[src/cpvdr_defines.svh]
/*
  Constants of the cable plug discovery responder: message codes,
  revision codes and reply timing.
  Assumes a 50 MHz system clock and is included by its bare name.
*/
`ifndef CPVDR_DEFINES_SVH
`define CPVDR_DEFINES_SVH

// ----------------------------------------------------------------
// Clock and reply timing
// ----------------------------------------------------------------
`define CPVDR_CLK_MHZ 50
`define CPVDR_T_REPLY_MIN_US 750
`define CPVDR_T_REPLY_MAX_US 15000
`define CPVDR_REPLY_MIN_CYC (`CPVDR_T_REPLY_MIN_US * `CPVDR_CLK_MHZ)
`define CPVDR_REPLY_MAX_CYC (`CPVDR_T_REPLY_MAX_US * `CPVDR_CLK_MHZ)

// ----------------------------------------------------------------
// Structured message codes
// ----------------------------------------------------------------
`define CPVDR_CMD_DISC_ID 5'h01
`define CPVDR_CMD_DISC_SVID 5'h02
`define CPVDR_CMD_DISC_MODE 5'h03
`define CPVDR_CMD_ENTER 5'h04
`define CPVDR_CMD_EXIT 5'h05
`define CPVDR_REV_20 2'h1
`define CPVDR_MODE_NONE 3'h0

// ----------------------------------------------------------------
// Advertised identity, arbitrary neutral values
// ----------------------------------------------------------------
`define CPVDR_SVID_VALUE 16'h1234
`define CPVDR_NUM_MODES 3'h2

`endif

[src/cpvdr_pkg.sv]
/*
  Types of the cable plug discovery responder.
  Assumes nothing of its surroundings.
*/
package cpvdr_pkg;

  typedef enum logic [1:0] {
    CPVDR_SOP = 2'h0,
    CPVDR_SOP_P = 2'h1,
    CPVDR_SOP_PP = 2'h2,
    CPVDR_SOP_OTHER = 2'h3
  } cpvdr_sop_type;

  typedef enum logic [1:0] {
    CPVDR_REQ = 2'h0,
    CPVDR_ACK = 2'h1,
    CPVDR_NAK = 2'h2,
    CPVDR_BUSY = 2'h3
  } cpvdr_ctype_type;

  typedef enum logic [1:0] {
    CPVDR_IDLE = 2'h0,
    CPVDR_ACKW = 2'h1,
    CPVDR_HOLD = 2'h3,
    CPVDR_SEND = 2'h2
  } cpvdr_state_type;

  typedef struct packed {
    cpvdr_sop_type sop;
    logic crc_ok;
    logic [1:0] rev;
    logic [4:0] cmd;
    cpvdr_ctype_type ctype;
    logic [15:0] svid;
    logic [2:0] obj_pos;
  } cpvdr_rx_type;

  typedef struct packed {
    cpvdr_sop_type sop;
    logic [1:0] rev;
    logic [4:0] cmd;
    cpvdr_ctype_type ctype;
    logic [15:0] svid;
    logic [2:0] obj_pos;
    logic modal;
    logic more_svids;
  } cpvdr_tx_type;

  typedef struct packed {
    cpvdr_state_type st;
    logic [19:0] cnt;
    cpvdr_rx_type req;
    cpvdr_tx_type rep;
    logic gcrc;
    logic txv;
    logic [2:0] ent_p;
    logic [2:0] ent_pp;
    logic dual_s1;
    logic dual_s2;
  } cpvdr_state_reg_type;

endpackage : cpvdr_pkg

[src/cpvdr_responder.sv]
/*
  Message-level discovery responder of an electronically marked cable
  plug. Takes decoded requests from the physical layer, asks it for the
  GoodCRC and hands back one structured reply per accepted request.
  Assumes a physical layer on clk_sys that pulses rx_valid per decoded
  message, pulses gcrc_done at the last EOP bit of the GoodCRC and
  pulses tx_done once the reply has left. rst_n follows VCONN.
*/
// Operation
// - Revision 3.0 identity request gets a revision 2.0 ACK on SOP'.
// - Reserved revision request still gets a revision 2.0 ACK.
// - Discover Identity on SOP' is always answered with ACK.
// - Reply starts 750 us to 15 ms after GoodCRC ends.
// - Discover SVIDs ACK exactly when modal, otherwise NAK.
// - Discover Modes for a reported SVID is ACKed with its modes.
// - Enter Mode answered ACK or NAK; advertised modes accepted.
// - Exit Mode after an entered mode is always ACKed.
// - Second controller on SOP'' follows the same reply policy.
// - Losing VCONN returns to initial state, modes abandoned.
`timescale 1ns/1ns
`include "cpvdr_defines.svh"

module cpvdr_responder #(
  parameter int unsigned REPLY_MIN_CYC = `CPVDR_REPLY_MIN_CYC,
  parameter int unsigned REPLY_MAX_CYC = `CPVDR_REPLY_MAX_CYC
) (
  input wire logic clk_sys,
  input wire logic rst_n,
  input wire logic dual_ctrl_present,
  input wire logic modal_supported,
  input wire logic rx_valid,
  input wire cpvdr_pkg::cpvdr_rx_type rx_msg,
  input wire logic gcrc_done,
  input wire logic tx_done,
  output logic gcrc_req,
  output logic tx_valid,
  output cpvdr_pkg::cpvdr_tx_type tx_msg,
  output logic [2:0] mode_entered_p,
  output logic [2:0] mode_entered_pp
);

  // ----------------------------------------------------------------
  // Helpers
  // ----------------------------------------------------------------
  function automatic logic svid_ok(input logic [15:0] svid);
    svid_ok = (svid == `CPVDR_SVID_VALUE);
  endfunction : svid_ok

  function automatic logic mode_ok(input logic [15:0] svid,
                                   input logic [2:0] pos);
    mode_ok = svid_ok(svid) && (pos != `CPVDR_MODE_NONE) &&
              (pos <= `CPVDR_NUM_MODES);
  endfunction : mode_ok

  localparam logic [19:0] MIN_LAST = 20'(REPLY_MIN_CYC - 1);

  cpvdr_pkg::cpvdr_state_reg_type q;
  cpvdr_pkg::cpvdr_state_reg_type d;
  logic take;
  logic [2:0] ent;
  logic [2:0] ent_new;

  // ----------------------------------------------------------------
  // Request filter
  // ----------------------------------------------------------------
  // plain SOP ignored
  always_comb begin
    take = rx_valid && rx_msg.crc_ok &&
           (rx_msg.ctype == cpvdr_pkg::CPVDR_REQ) &&
           ((rx_msg.sop == cpvdr_pkg::CPVDR_SOP_P) ||
            ((rx_msg.sop == cpvdr_pkg::CPVDR_SOP_PP) && q.dual_s2));
    ent = (q.req.sop == cpvdr_pkg::CPVDR_SOP_PP) ? q.ent_pp : q.ent_p;
  end

  // ----------------------------------------------------------------
  // Next state
  // ----------------------------------------------------------------
  always_comb begin
    d = q;
    ent_new = ent;
    d.gcrc = 1'b0;
    d.dual_s1 = dual_ctrl_present;
    d.dual_s2 = q.dual_s1;
    case (q.st)
      cpvdr_pkg::CPVDR_IDLE: begin
        if (take) begin
          d.req = rx_msg;
          d.gcrc = 1'b1;
          d.st = cpvdr_pkg::CPVDR_ACKW;
        end
      end
      cpvdr_pkg::CPVDR_ACKW: begin
        if (gcrc_done) begin
          d.st = cpvdr_pkg::CPVDR_HOLD;
          d.cnt = '0;
          d.rep.sop = q.req.sop;
          d.rep.rev = `CPVDR_REV_20;
          d.rep.cmd = q.req.cmd;
          d.rep.svid = q.req.svid;
          d.rep.obj_pos = q.req.obj_pos;
          d.rep.modal = modal_supported;
          d.rep.more_svids = 1'b0;
          d.rep.ctype = cpvdr_pkg::CPVDR_NAK;
          case (q.req.cmd)
            `CPVDR_CMD_DISC_ID: begin
              d.rep.ctype = cpvdr_pkg::CPVDR_ACK;
            end
            `CPVDR_CMD_DISC_SVID: begin
              if (modal_supported) begin
                d.rep.ctype = cpvdr_pkg::CPVDR_ACK;
                d.rep.svid = `CPVDR_SVID_VALUE;
              end
            end
            `CPVDR_CMD_DISC_MODE: begin
              if (modal_supported && svid_ok(q.req.svid)) begin
                d.rep.ctype = cpvdr_pkg::CPVDR_ACK;
                d.rep.obj_pos = `CPVDR_NUM_MODES;
              end
            end
            `CPVDR_CMD_ENTER: begin
              if (modal_supported && mode_ok(q.req.svid, q.req.obj_pos)) begin
                d.rep.ctype = cpvdr_pkg::CPVDR_ACK;
                ent_new = q.req.obj_pos;
              end
            end
            `CPVDR_CMD_EXIT: begin
              d.rep.ctype = cpvdr_pkg::CPVDR_ACK;
              ent_new = `CPVDR_MODE_NONE;
            end
            default: begin
              d.rep.ctype = cpvdr_pkg::CPVDR_NAK;
            end
          endcase
          if (q.req.sop == cpvdr_pkg::CPVDR_SOP_PP) begin
            d.ent_pp = ent_new;
          end else begin
            d.ent_p = ent_new;
          end
        end
      end
      cpvdr_pkg::CPVDR_HOLD: begin
        d.cnt = q.cnt + 20'h00001;
        if (q.cnt >= MIN_LAST) begin
          d.st = cpvdr_pkg::CPVDR_SEND;
          d.txv = 1'b1;
        end
      end
      cpvdr_pkg::CPVDR_SEND: begin
        if (tx_done) begin
          d.txv = 1'b0;
          d.st = cpvdr_pkg::CPVDR_IDLE;
        end
      end
      default: begin
        d.st = cpvdr_pkg::CPVDR_IDLE;
      end
    endcase
    if (!rst_n) begin
      d = '0;
    end
  end

  always_ff @(posedge clk_sys) begin
    q <= d;
  end

  assign gcrc_req = q.gcrc;
  assign tx_valid = q.txv;
  assign tx_msg = q.rep;
  assign mode_entered_p = q.ent_p;
  assign mode_entered_pp = q.ent_pp;

  // ----------------------------------------------------------------
  // Checks
  // ----------------------------------------------------------------
  // The wait counter keeps reply timing visible without long delays.
  logic [19:0] since_q;
  always_ff @(posedge clk_sys) begin
    if (!rst_n || gcrc_done) begin
      since_q <= '0;
    end else if (since_q != 20'hFFFFF) begin
      since_q <= since_q + 20'h00001;
    end
  end
endmodule : cpvdr_responder

[config.mk]
export PLATFORM = sky130hd
export DESIGN_NAME = cpvdr_responder
export DESIGN_NICKNAME = d
export VERILOG_FILES = /design/src/cpvdr_pkg.sv /design/src/cpvdr_responder.sv
export VERILOG_INCLUDE_DIRS = /design/src
export SDC_FILE = /design/constraint.sdc
export NUM_CORES = 1
export LEC_CHECK = 0
export ABC_AREA = 1
export BUFFER_PORTS_ARGS = -buffer_cell sky130_fd_sc_hd__buf_2
export CORE_MARGIN = 4
export CORE_UTILIZATION = 50
export DETAILED_ROUTE_END_ITERATION = 10
export PLACE_DENSITY = 0.74
export REMOVE_ABC_BUFFERS = 1
export SYNTH_ARGS = -nofsm -noshare
export SYNTH_HDL_FRONTEND = slang
export SYNTH_SLANG_ARGS = --single-unit
[constraint.sdc]
create_clock -name clk_sys -period 1.5 [get_ports clk_sys]
set_clock_uncertainty 0.15 [all_clocks]
set_input_delay 0.3 -clock clk_sys [delete_from_list [all_inputs] [get_ports clk_sys]]
set_output_delay 0.3 -clock clk_sys [all_outputs]
set_load 0.05 [all_outputs]
==> impl_results.html, run 1 <==
<table>
<tr><th>Metric</th><th>Value</th></tr>
<tr><th colspan="2">Run status</th></tr>
<tr><td>Status</td><td>finished with violations</td></tr>
<tr><td>Violated checks</td><td>setup timing</td></tr>
<tr><th colspan="2">Routing</th></tr>
<tr><td>Ratio of routed vias to standard cells</td><td>roughly 5.3</td></tr>
<tr><td>1st-pass router iterations</td><td>6</td></tr>
<tr><td>Residual antenna-violating net count after detailed routing</td><td>0</td></tr>
<tr><td>DR vias</td><td>4020</td></tr>
<tr><td>Average detailed-routed wire length per instance</td><td>~14 um</td></tr>
<tr><td>Post-Route WL</td><td>10400 um</td></tr>
<tr><td>DRC violation count after routing</td><td>0</td></tr>
<tr><td>Detailed router's first-iteration violation count</td><td>183</td></tr>
<tr><th colspan="2">Final layout</th></tr>
<tr><td>Area of the multi-input gates</td><td>around 2100 um2</td></tr>
<tr><td>Sequential standard cell area</td><td>around 1800 um2</td></tr>
<tr><td>Fillers</td><td>671</td></tr>
<tr><td>Fraction of final layout cells with drive strength greater than 1</td><td>just under 40%</td></tr>
<tr><td>Antenna diode instance count</td><td>0</td></tr>
<tr><td>Fraction of the core area covered by cells at the end of the flow</td><td>about 67%</td></tr>
<tr><td>Final #Nets</td><td>690</td></tr>
<tr><td>Fin area</td><td>between 5000 and 6000 um2</td></tr>
<tr><td>Post-synthesis to final-layout area growth</td><td>30.4%</td></tr>
<tr><th colspan="2">Global route</th></tr>
<tr><td>First-pass GRT wire length</td><td>about 17000 um</td></tr>
<tr><td>Total global routing track utilization</td><td>between 20% and 30%</td></tr>
<tr><td>Initial antenna violation count</td><td>0</td></tr>
<tr><td>Number of global-route vias before repair</td><td>about 4000</td></tr>
<tr><td>GR Overflow Total</td><td>0</td></tr>
<tr><td>Largest net degree at the start of global routing</td><td>57</td></tr>
<tr><th colspan="2">Yosys</th></tr>
<tr><td>Mean Syn Cell Area</td><td>7.30 um2</td></tr>
<tr><td>Area contributors post-synth</td><td>sky130_fd_sc_hd__dfxtp_1, sky130_fd_sc_hd__a21oi_1, sky130_fd_sc_hd__nand2_1, sky130_fd_sc_hd__o21ai_0, sky130_fd_sc_hd__buf_4</td></tr>
<tr><td>Ys async rst share</td><td>0%</td></tr>
<tr><td>Post-synthesis sequential area ratio</td><td>between 40% and 50%</td></tr>
<tr><td>Synth Cell Area</td><td>4190 um2</td></tr>
<tr><td>Top cell type by total area after synthesis</td><td>sky130_fd_sc_hd__dfxtp_1</td></tr>
<tr><td>YS warnings</td><td>0</td></tr>
<tr><td>Primary flip-flop cell chosen by synthesis mapping</td><td>sky130_fd_sc_hd__dfxtp_1</td></tr>
<tr><td>Post-Synthesis Cells</td><td>approximately 570</td></tr>
<tr><td>EDFF count, synth</td><td>0</td></tr>
<tr><td>Flip-flop and latch count after synthesis</td><td>slightly below 90</td></tr>
<tr><td>Top-area cell type share of the netlist area</td><td>a little over two fifths</td></tr>
<tr><td>Post-synth cell types</td><td>38</td></tr>
<tr><th colspan="2">Power</th></tr>
<tr><td>Max VDD drop</td><td>roughly 0.0008 V</td></tr>
<tr><td>Pleak</td><td>around 2.3 nW</td></tr>
<tr><td>Sum of internal, switching and leakage power</td><td>around 6.3 mW</td></tr>
<tr><td>PD cells</td><td>1150 nW/um2</td></tr>
<tr><th colspan="2">Setup path</th></tr>
<tr><td>Slowest cell on the critical path</td><td>sky130_fd_sc_hd__dfxtp_2</td></tr>
<tr><td>Crit Path Category</td><td>flop to flop</td></tr>
<tr><td>CP dominant cell by count</td><td>sky130_fd_sc_hd__nand3_4</td></tr>
<tr><td>Arrival time at the worst endpoint</td><td>around 1.6 ns</td></tr>
<tr><td>Endpoint of the worst-slack reg-to-reg timing path</td><td>q[86]</td></tr>
<tr><td>Maximum net fanout on the critical path</td><td>4</td></tr>
<tr><td>Crit start category</td><td>flop</td></tr>
<tr><td>Longest individual stage delay on the worst path</td><td>between 0.3 and 0.4 ns</td></tr>
<tr><td>Worst reg-to-reg path cell count</td><td>7</td></tr>
<tr><td>Required time of the critical path</td><td>~1.6 ns</td></tr>
<tr><td>Launching point of the worst reg2reg path</td><td>q[73]</td></tr>
<tr><td>R2R setup slack</td><td>-0.04 ns</td></tr>
<tr><td>Chain of cells forming the critical path</td><td>buf_6, nand3_4, nor2_4, nand3_4, nor3b_4, and2_1, nor3_2</td></tr>
<tr><td>Setup crit end kind</td><td>flop</td></tr>
<tr><th colspan="2">STA</th></tr>
<tr><td>Min Clock Period, post-route</td><td>roughly 1.5 ns</td></tr>
<tr><td>Setup TNS</td><td>-0.0584 ns</td></tr>
<tr><td>Top achievable clock speed</td><td>650 MHz</td></tr>
<tr><td>Unrepaired setup endpoints after global routing</td><td>true</td></tr>
<tr><td># setup viols final</td><td>3</td></tr>
<tr><td>Number of pins with negative max-slew slack in the final report</td><td>0</td></tr>
<tr><td>Post-layout worst setup margin</td><td>-0.0393 ns</td></tr>
<tr><td>Final Hold Violating Endpoints</td><td>0</td></tr>
<tr><td>Final Cycle Share</td><td>103%</td></tr>
<tr><th colspan="2">Clocking</th></tr>
<tr><td>Maximum clock path buffer count</td><td>2</td></tr>
<tr><td>CTS clock-pin slew for the worst setup and hold paths</td><td>0.09 ns</td></tr>
<tr><td>Clock insertion delay at the later pin of the skew report</td><td>0.36 ns</td></tr>
<tr><td>Clk Tree Root Cell</td><td>sky130_fd_sc_hd__clkbuf_8</td></tr>
<tr><td>CTS tree</td><td>done</td></tr>
<tr><td>Clock sink count</td><td>88</td></tr>
<tr><td>Number of buffers created by CTS</td><td>9</td></tr>
<tr><td>Total number of H-tree levels</td><td>3</td></tr>
<tr><th colspan="2">Placement</th></tr>
<tr><td>Half-perimeter wire length of the detailed placement result</td><td>between 7000 and 8000 um</td></tr>
<tr><td>Routability cong.</td><td>0.863</td></tr>
<tr><td>Port Buffer Count</td><td>73</td></tr>
<tr><td>Area post-placement</td><td>~4700 um2</td></tr>
<tr><th colspan="2">Floorplan</th></tr>
<tr><td>Die outline height</td><td>about 100 um</td></tr>
<tr><td>Die Area</td><td>9910 um2</td></tr>
<tr><td>Floorplan core area</td><td>8180 um2</td></tr>
<tr><td>IO Pins</td><td>78</td></tr>
<tr><td>Die outline width</td><td>approximately 100 um</td></tr>
<tr><td>Std cell rows</td><td>33</td></tr>
<tr><td>Starting utilization of the core area</td><td>approximately 51%</td></tr>
<tr><th colspan="2">Min path</th></tr>
<tr><td>Number of stages on the worst hold path</td><td>3</td></tr>
<tr><td>Endpoint, Worst Hold</td><td>q[49]</td></tr>
<tr><td>Origin of the worst min-delay path</td><td>rx_msg[7]</td></tr>
<tr><td>Hold Path Class</td><td>input port to flop</td></tr>
<tr><th colspan="2">Job</th></tr>
<tr><td>Max_cap viols</td><td>0</td></tr>
</table>
[state kept, by name, indices dropped and copies added (netlist names)]
| register | cells |
|---|---|
| gcrc_req | 1 |
| mode_entered_p | 3 |
| mode_entered_pp | 3 |
| q | 50 |
| tx_msg | 30 |
| tx_valid | 1 |
[synthesized netlist by cell type (2+ instances only)]
| library cell | count |
|---|---|
| sky130_fd_sc_hd__dfxtp_1 | 88 |
| sky130_fd_sc_hd__nand2_4 | 2 |
| sky130_fd_sc_hd__nor3_2 | 3 |
| sky130_fd_sc_hd__clkbuf_1 | 13 |
| sky130_fd_sc_hd__nand4_1 | 8 |
| sky130_fd_sc_hd__inv_1 | 64 |
| sky130_fd_sc_hd__nor3_1 | 11 |
| sky130_fd_sc_hd__buf_2 | 9 |
| sky130_fd_sc_hd__a221oi_1 | 2 |
| sky130_fd_sc_hd__nand3_2 | 2 |
| sky130_fd_sc_hd__a211oi_1 | 3 |
| sky130_fd_sc_hd__a31oi_1 | 7 |
| sky130_fd_sc_hd__buf_4 | 40 |
| sky130_fd_sc_hd__nand2_1 | 93 |
| sky130_fd_sc_hd__nor4_1 | 2 |
| sky130_fd_sc_hd__nand3_1 | 34 |
| sky130_fd_sc_hd__o21ai_0 | 64 |
| sky130_fd_sc_hd__nand3b_1 | 2 |
| sky130_fd_sc_hd__a21oi_1 | 73 |
| sky130_fd_sc_hd__nor2_1 | 36 |
[stage by stage]
stage	hold slack, ns	setup WS, ns	std cells
global placement	0.251	-0.123	739
CTS	0.0627	-0.0899	757
detailed placement	0.257	-0.156	739
finish	0.0671	-0.0393	761
global route	0.0784	-0.142	761
floorplan	0.240	-0.421	512
[cells in the final DEF, fill, tap and decap left out, types with 11 or more instances in the layout]
| master | synthesis | final |
|---|---|---|
| sky130_fd_sc_hd__buf_2 | 9 | 70 |
| sky130_fd_sc_hd__dfxtp_2 | 0 | 18 |
| sky130_fd_sc_hd__buf_4 | 40 | 43 |
| sky130_fd_sc_hd__nor2_1 | 36 | 22 |
| sky130_fd_sc_hd__inv_2 | 0 | 11 |
| sky130_fd_sc_hd__o21ai_0 | 64 | 62 |
| sky130_fd_sc_hd__dfxtp_1 | 88 | 64 |
| sky130_fd_sc_hd__a21oi_1 | 73 | 60 |
| sky130_fd_sc_hd__a21oi_2 | 0 | 13 |
| sky130_fd_sc_hd__nand2_1 | 93 | 70 |
| sky130_fd_sc_hd__nand2_2 | 0 | 13 |
| sky130_fd_sc_hd__nand3_1 | 34 | 21 |
| sky130_fd_sc_hd__nand2_4 | 2 | 12 |
| sky130_fd_sc_hd__inv_1 | 64 | 53 |
| sky130_fd_sc_hd__nand3_2 | 2 | 11 |
[report_power, final]
group | leakage [nW] | total (mW) | switching (mW) | internal (mW)
clock | 0.117 | 1.97 | 0.858 | 1.12
combinational | 1.43 | 1.62 | 1.13 | 0.487
sequential | 0.726 | 2.67 | 0.134 | 2.54
[worst max-delay path: cells and delay by family (launching register included)]
kind                   cells  cell delay (ns)
buffers and inverters      1             0.11
flip-flops                 1             0.36
AND/OR/NAND/NOR            6             0.80
[final cells by class]
type	count	area share (%)
Multi-Input combinational cell	358	39.3
Sequential cell	88	33.1
Timing Repair Buffer	128	16.1
Inverter	66	4.72
Tap cell	105	2.40
Clock buffer	10	2.33
Clock inverter	6	2.11
[repair_timing]
item | in CTS | in global routing
buffers inserted | 1 | 3
gates cloned | 0 | 1
hold endpoints to repair | 1 | 0
pin swaps | 13 | 35
hold buffers | 1 | 0
resized for setup | 29 | 118
setup endpoints to repair | 42 | 76
[metal layers]
| metal | track usage, % | wire length [um] |
|---|---|---|
| met5 | 0 | 0 |
| met4 | 6.41 | 158 |
| met3 | 5.40 | 557 |
| met2 | 36.3 | 5350 |
| met1 | 25.0 | 4380 |
[cells by family (layout without fill, tap and decap cells)]
logic type	after synthesis	in the layout	synth area share [%]
AO/OA/AOI/OAI	156	156	19.6
adder cells (fa/ha/maj)	1	1	0.298
buffers and inverters	129	210	15.7
flip-flops	88	88	42.0
multiplexers	1	1	0.269
other	1	2	0.0894
AND/OR/NAND/NOR	198	198	22.0
[worst max-delay path by stage]
| stage | startpoint | end | slack, ns | cells past startpoint |
|---|---|---|---|---|
| 2_1_floorplan | q[94] | q[76] | -0.42 | 6 |
| 3_3_place_gp | q[73] | q[91] | -0.12 | 8 |
| 3_5_place_dp | q[74] | q[91] | -0.16 | 8 |
| 4_1_cts | q[74] | q[91] | -0.09 | 8 |
| 5_1_grt | q[73] | q[88] | -0.14 | 8 |
| 6_report | q[73] | q[86] | -0.04 | 7 |
(Power assumes the default switching activity.)
==> run 2, diff against run 1 <==
--- a/config.mk
+++ b/config.mk
@@ -9,10 +9,11 @@
 export ABC_AREA = 1
 export BUFFER_PORTS_ARGS = -buffer_cell sky130_fd_sc_hd__buf_2
 export CORE_MARGIN = 4
-export CORE_UTILIZATION = 50
+export CORE_UTILIZATION = 39
 export DETAILED_ROUTE_END_ITERATION = 10
-export PLACE_DENSITY = 0.74
+export PLACE_DENSITY = 0.57
 export REMOVE_ABC_BUFFERS = 1
 export SYNTH_ARGS = -nofsm -noshare
 export SYNTH_HDL_FRONTEND = slang
 export SYNTH_SLANG_ARGS = --single-unit
+export TNS_END_PERCENT = 5
==> constraint.sdc (replaced) <==
create_clock -name clk_sys -period 1.78 [get_ports clk_sys]
set_clock_uncertainty 0.15 [all_clocks]
set_input_delay 0.356 -clock clk_sys [delete_from_list [all_inputs] [get_ports clk_sys]]
set_output_delay 0.356 -clock clk_sys [all_outputs]
set_load 0.05 [all_outputs]
==> impl_results.html, run 2 (synthesis gave the netlist of run 1 again) <==
<table>
<tr><th>Metric</th><th>Value</th></tr>
<tr><th colspan="2">Clocking</th></tr>
<tr><td>Total number of H-tree levels</td><td>3</td></tr>
<tr><td>Clock sink count</td><td>approximately 90</td></tr>
<tr><td>Maximum clock path buffer count</td><td>2</td></tr>
<tr><td>Clock insertion delay at the later pin of the skew report</td><td>around 0.35 ns</td></tr>
<tr><td>Number of buffers created by CTS</td><td>9</td></tr>
<tr><td>CTS tree</td><td>done</td></tr>
<tr><td>Clk Tree Root Cell</td><td>sky130_fd_sc_hd__clkbuf_8</td></tr>
<tr><td>CTS clock-pin slew for the worst setup and hold paths</td><td>about 0.080 ns</td></tr>
<tr><th colspan="2">Min path</th></tr>
<tr><td>Hold Path Class</td><td>input port to flop</td></tr>
<tr><td>Origin of the worst min-delay path</td><td>dual_ctrl_present</td></tr>
<tr><th colspan="2">Floorplan</th></tr>
<tr><td>Floorplan core area</td><td>approximately 10000 um2</td></tr>
<tr><td>IO Pins</td><td>78</td></tr>
<tr><td>Die outline width</td><td>roughly 110 um</td></tr>
<tr><td>Starting utilization of the core area</td><td>40.3%</td></tr>
<tr><td>Die Area</td><td>~12000 um2</td></tr>
<tr><td>Die outline height</td><td>112 um</td></tr>
<tr><td>Std cell rows</td><td>37</td></tr>
<tr><th colspan="2">Setup path</th></tr>
<tr><td>Arrival time at the worst endpoint</td><td>about 1.7 ns</td></tr>
<tr><td>Setup crit end kind</td><td>flop</td></tr>
<tr><td>Required time of the critical path</td><td>between 1.5 and 2 ns</td></tr>
<tr><td>Crit Path Category</td><td>flop to flop</td></tr>
<tr><td>Longest individual stage delay on the worst path</td><td>around 0.43 ns</td></tr>
<tr><td>Chain of cells forming the critical path</td><td>nand3_2, inv_1, nand3_1, nor3b_2, and2_1, nor3_2</td></tr>
<tr><td>Crit start category</td><td>flop</td></tr>
<tr><td>Launching point of the worst reg2reg path</td><td>q[78]</td></tr>
<tr><td>Slowest cell on the critical path</td><td>sky130_fd_sc_hd__dfxtp_1</td></tr>
<tr><td>Maximum net fanout on the critical path</td><td>5</td></tr>
<tr><td>Startpoint of the worst setup timing path</td><td>q[78]</td></tr>
<tr><th colspan="2">Global route</th></tr>
<tr><td>Total global routing track utilization</td><td>between 10% and 20%</td></tr>
<tr><td>Initial antenna violation count</td><td>0</td></tr>
<tr><td>Number of global-route vias before repair</td><td>between 3000 and 4000</td></tr>
<tr><td>GR Overflow Total</td><td>0</td></tr>
<tr><td>First-pass GRT wire length</td><td>15900 um</td></tr>
<tr><td>Largest net degree at the start of global routing</td><td>54</td></tr>
<tr><th colspan="2">Placement</th></tr>
<tr><td>Half-perimeter wire length of the detailed placement result</td><td>between 6000 and 7000 um</td></tr>
<tr><td>Port Buffer Count</td><td>73</td></tr>
<tr><td>Routability cong.</td><td>0.847</td></tr>
<tr><td>Total instance count after detailed placement</td><td>approximately 730</td></tr>
<tr><th colspan="2">STA</th></tr>
<tr><td>Min Clock Period, post-route</td><td>between 1.5 and 2 ns</td></tr>
<tr><td>Number of pins with negative max-slew slack in the final report</td><td>0</td></tr>
<tr><td>Final Hold Violating Endpoints</td><td>0</td></tr>
<tr><td>Top achievable clock speed</td><td>~620 MHz</td></tr>
<tr><td># setup viols final</td><td>0</td></tr>
<tr><td>Final Cycle Share</td><td>roughly nine tenths</td></tr>
<tr><th colspan="2">Final layout</th></tr>
<tr><td>Top register by number of flip-flops</td><td>q</td></tr>
<tr><td>Fraction of the core area covered by cells at the end of the flow</td><td>a little under half</td></tr>
<tr><td>Most frequent cells in the layout</td><td>sky130_fd_sc_hd__nand2_1, sky130_fd_sc_hd__dfxtp_1, sky130_fd_sc_hd__a21oi_1, sky130_fd_sc_hd__buf_2, sky130_fd_sc_hd__o21ai_0</td></tr>
<tr><td>Final #Nets</td><td>650</td></tr>
<tr><td>Non-Filler Instances</td><td>between 700 and 800</td></tr>
<tr><td>Antenna diode instance count</td><td>0</td></tr>
<tr><td>Post-synthesis to final-layout area growth</td><td>13.2%</td></tr>
<tr><td>Most common library cell in the layout ignoring fill and taps</td><td>sky130_fd_sc_hd__nand2_1</td></tr>
<tr><td>Max FFs per register</td><td>50</td></tr>
<tr><td>Fraction of final layout cells with drive strength greater than 1</td><td>20.4%</td></tr>
<tr><th colspan="2">Power</th></tr>
<tr><td>PD cells</td><td>~1100 nW/um2</td></tr>
<tr><td>Pleak</td><td>1.97 nW</td></tr>
<tr><td>Max VDD drop</td><td>0.000475 V</td></tr>
<tr><td>Sum of internal, switching and leakage power</td><td>~5.1 mW</td></tr>
<tr><th colspan="2">Routing</th></tr>
<tr><td>DR vias</td><td>~3600</td></tr>
<tr><td>Average detailed-routed wire length per instance</td><td>about 13 um</td></tr>
<tr><td>1st-pass router iterations</td><td>5</td></tr>
<tr><td>Detailed router's first-iteration violation count</td><td>approximately 120</td></tr>
<tr><td>Residual antenna-violating net count after detailed routing</td><td>0</td></tr>
<tr><td>DRC violation count after routing</td><td>0</td></tr>
<tr><td>Ratio of routed vias to standard cells</td><td>around 4.8</td></tr>
<tr><td>Post-Route WL</td><td>roughly 9400 um</td></tr>
<tr><th colspan="2">Run status</th></tr>
<tr><td>Status</td><td>complete, no violations</td></tr>
<tr><th colspan="2">Job</th></tr>
<tr><td>Max_cap viols</td><td>0</td></tr>
</table>
## run 2: changes by cell type in the layout (fill, tap and decap cells not counted), moves of 10 or more
cell | previous run | this run
sky130_fd_sc_hd__nor2_1 | 22 | 35
sky130_fd_sc_hd__nand2_1 | 70 | 93
sky130_fd_sc_hd__nand3_1 | 21 | 32
sky130_fd_sc_hd__dfxtp_2 | 18 | 4
sky130_fd_sc_hd__a21oi_2 | 13 | 0
sky130_fd_sc_hd__buf_4 | 43 | 12
sky130_fd_sc_hd__inv_2 | 11 | 1
sky130_fd_sc_hd__dfxtp_1 | 64 | 84
sky130_fd_sc_hd__nand2_4 | 12 | 2
sky130_fd_sc_hd__nand2_2 | 13 | 0
sky130_fd_sc_hd__a21oi_1 | 60 | 73
sky130_fd_sc_hd__inv_1 | 53 | 63
## run 2: per-layer routing
metal / track usage [%] / wire [um]
met5: 0 / 0
met4: 4.87 / 121
met3: 4.46 / 493
met2: 25.5 / 4380
met1: 18.9 / 4400
## run 2: cell type report
cell class	instances	area (um2)
fillers	1096	5670
multi-input cells	358	1800
flip-flops and latches	88	1770
repair buffers	88	515
inverters	66	254
well taps	136	170
clock buffers	11	151
clock inverters	3	90.1
## run 2: stage by stage
step	worst slack [ns]	setup TNS [ns]	hold slack (ns)	cell area (um2)
6_report	0.163	0	0.0319	4750
3_3_place_gp	0.101	0	0.246	4460
4_1_cts	0.0513	0	0.00863	4700
2_1_floorplan	-0.141	-0.956	0.240	3790
3_5_place_dp	0.0660	0	0.270	4460
5_1_grt	-0.00240	-0.00240	0.0309	4750
## run 2: power breakdown
part | total, mW | switching (mW) | internal, mW
logic | 1.18 | 0.878 | 0.298
clock network | 1.66 | 0.670 | 0.994
registers | 2.24 | 0.102 | 2.14
## run 2: what timing repair did
action                                 CTS  global route
resized for setup                        0            10
setup buffers                            0             2
hold buffers                             0             0
setup endpoints to repair                0             7
endpoints found under the hold margin    0             0
## run 2: worst paths after layout
path,to,slack [ns],cells after the start
setup / recovery,q[86],0.16,6
hold / removal,q[1],0.03,3
setup reg to reg,q[86],0.16,6
hold reg to reg,q[0],0.28,2
## run 2: critical path, delay by kind of cell, from the launching register on
kind	cells	cell delay [ns]
flops	1	0.43
simple gates	5	0.81
buf+inv	1	0.12
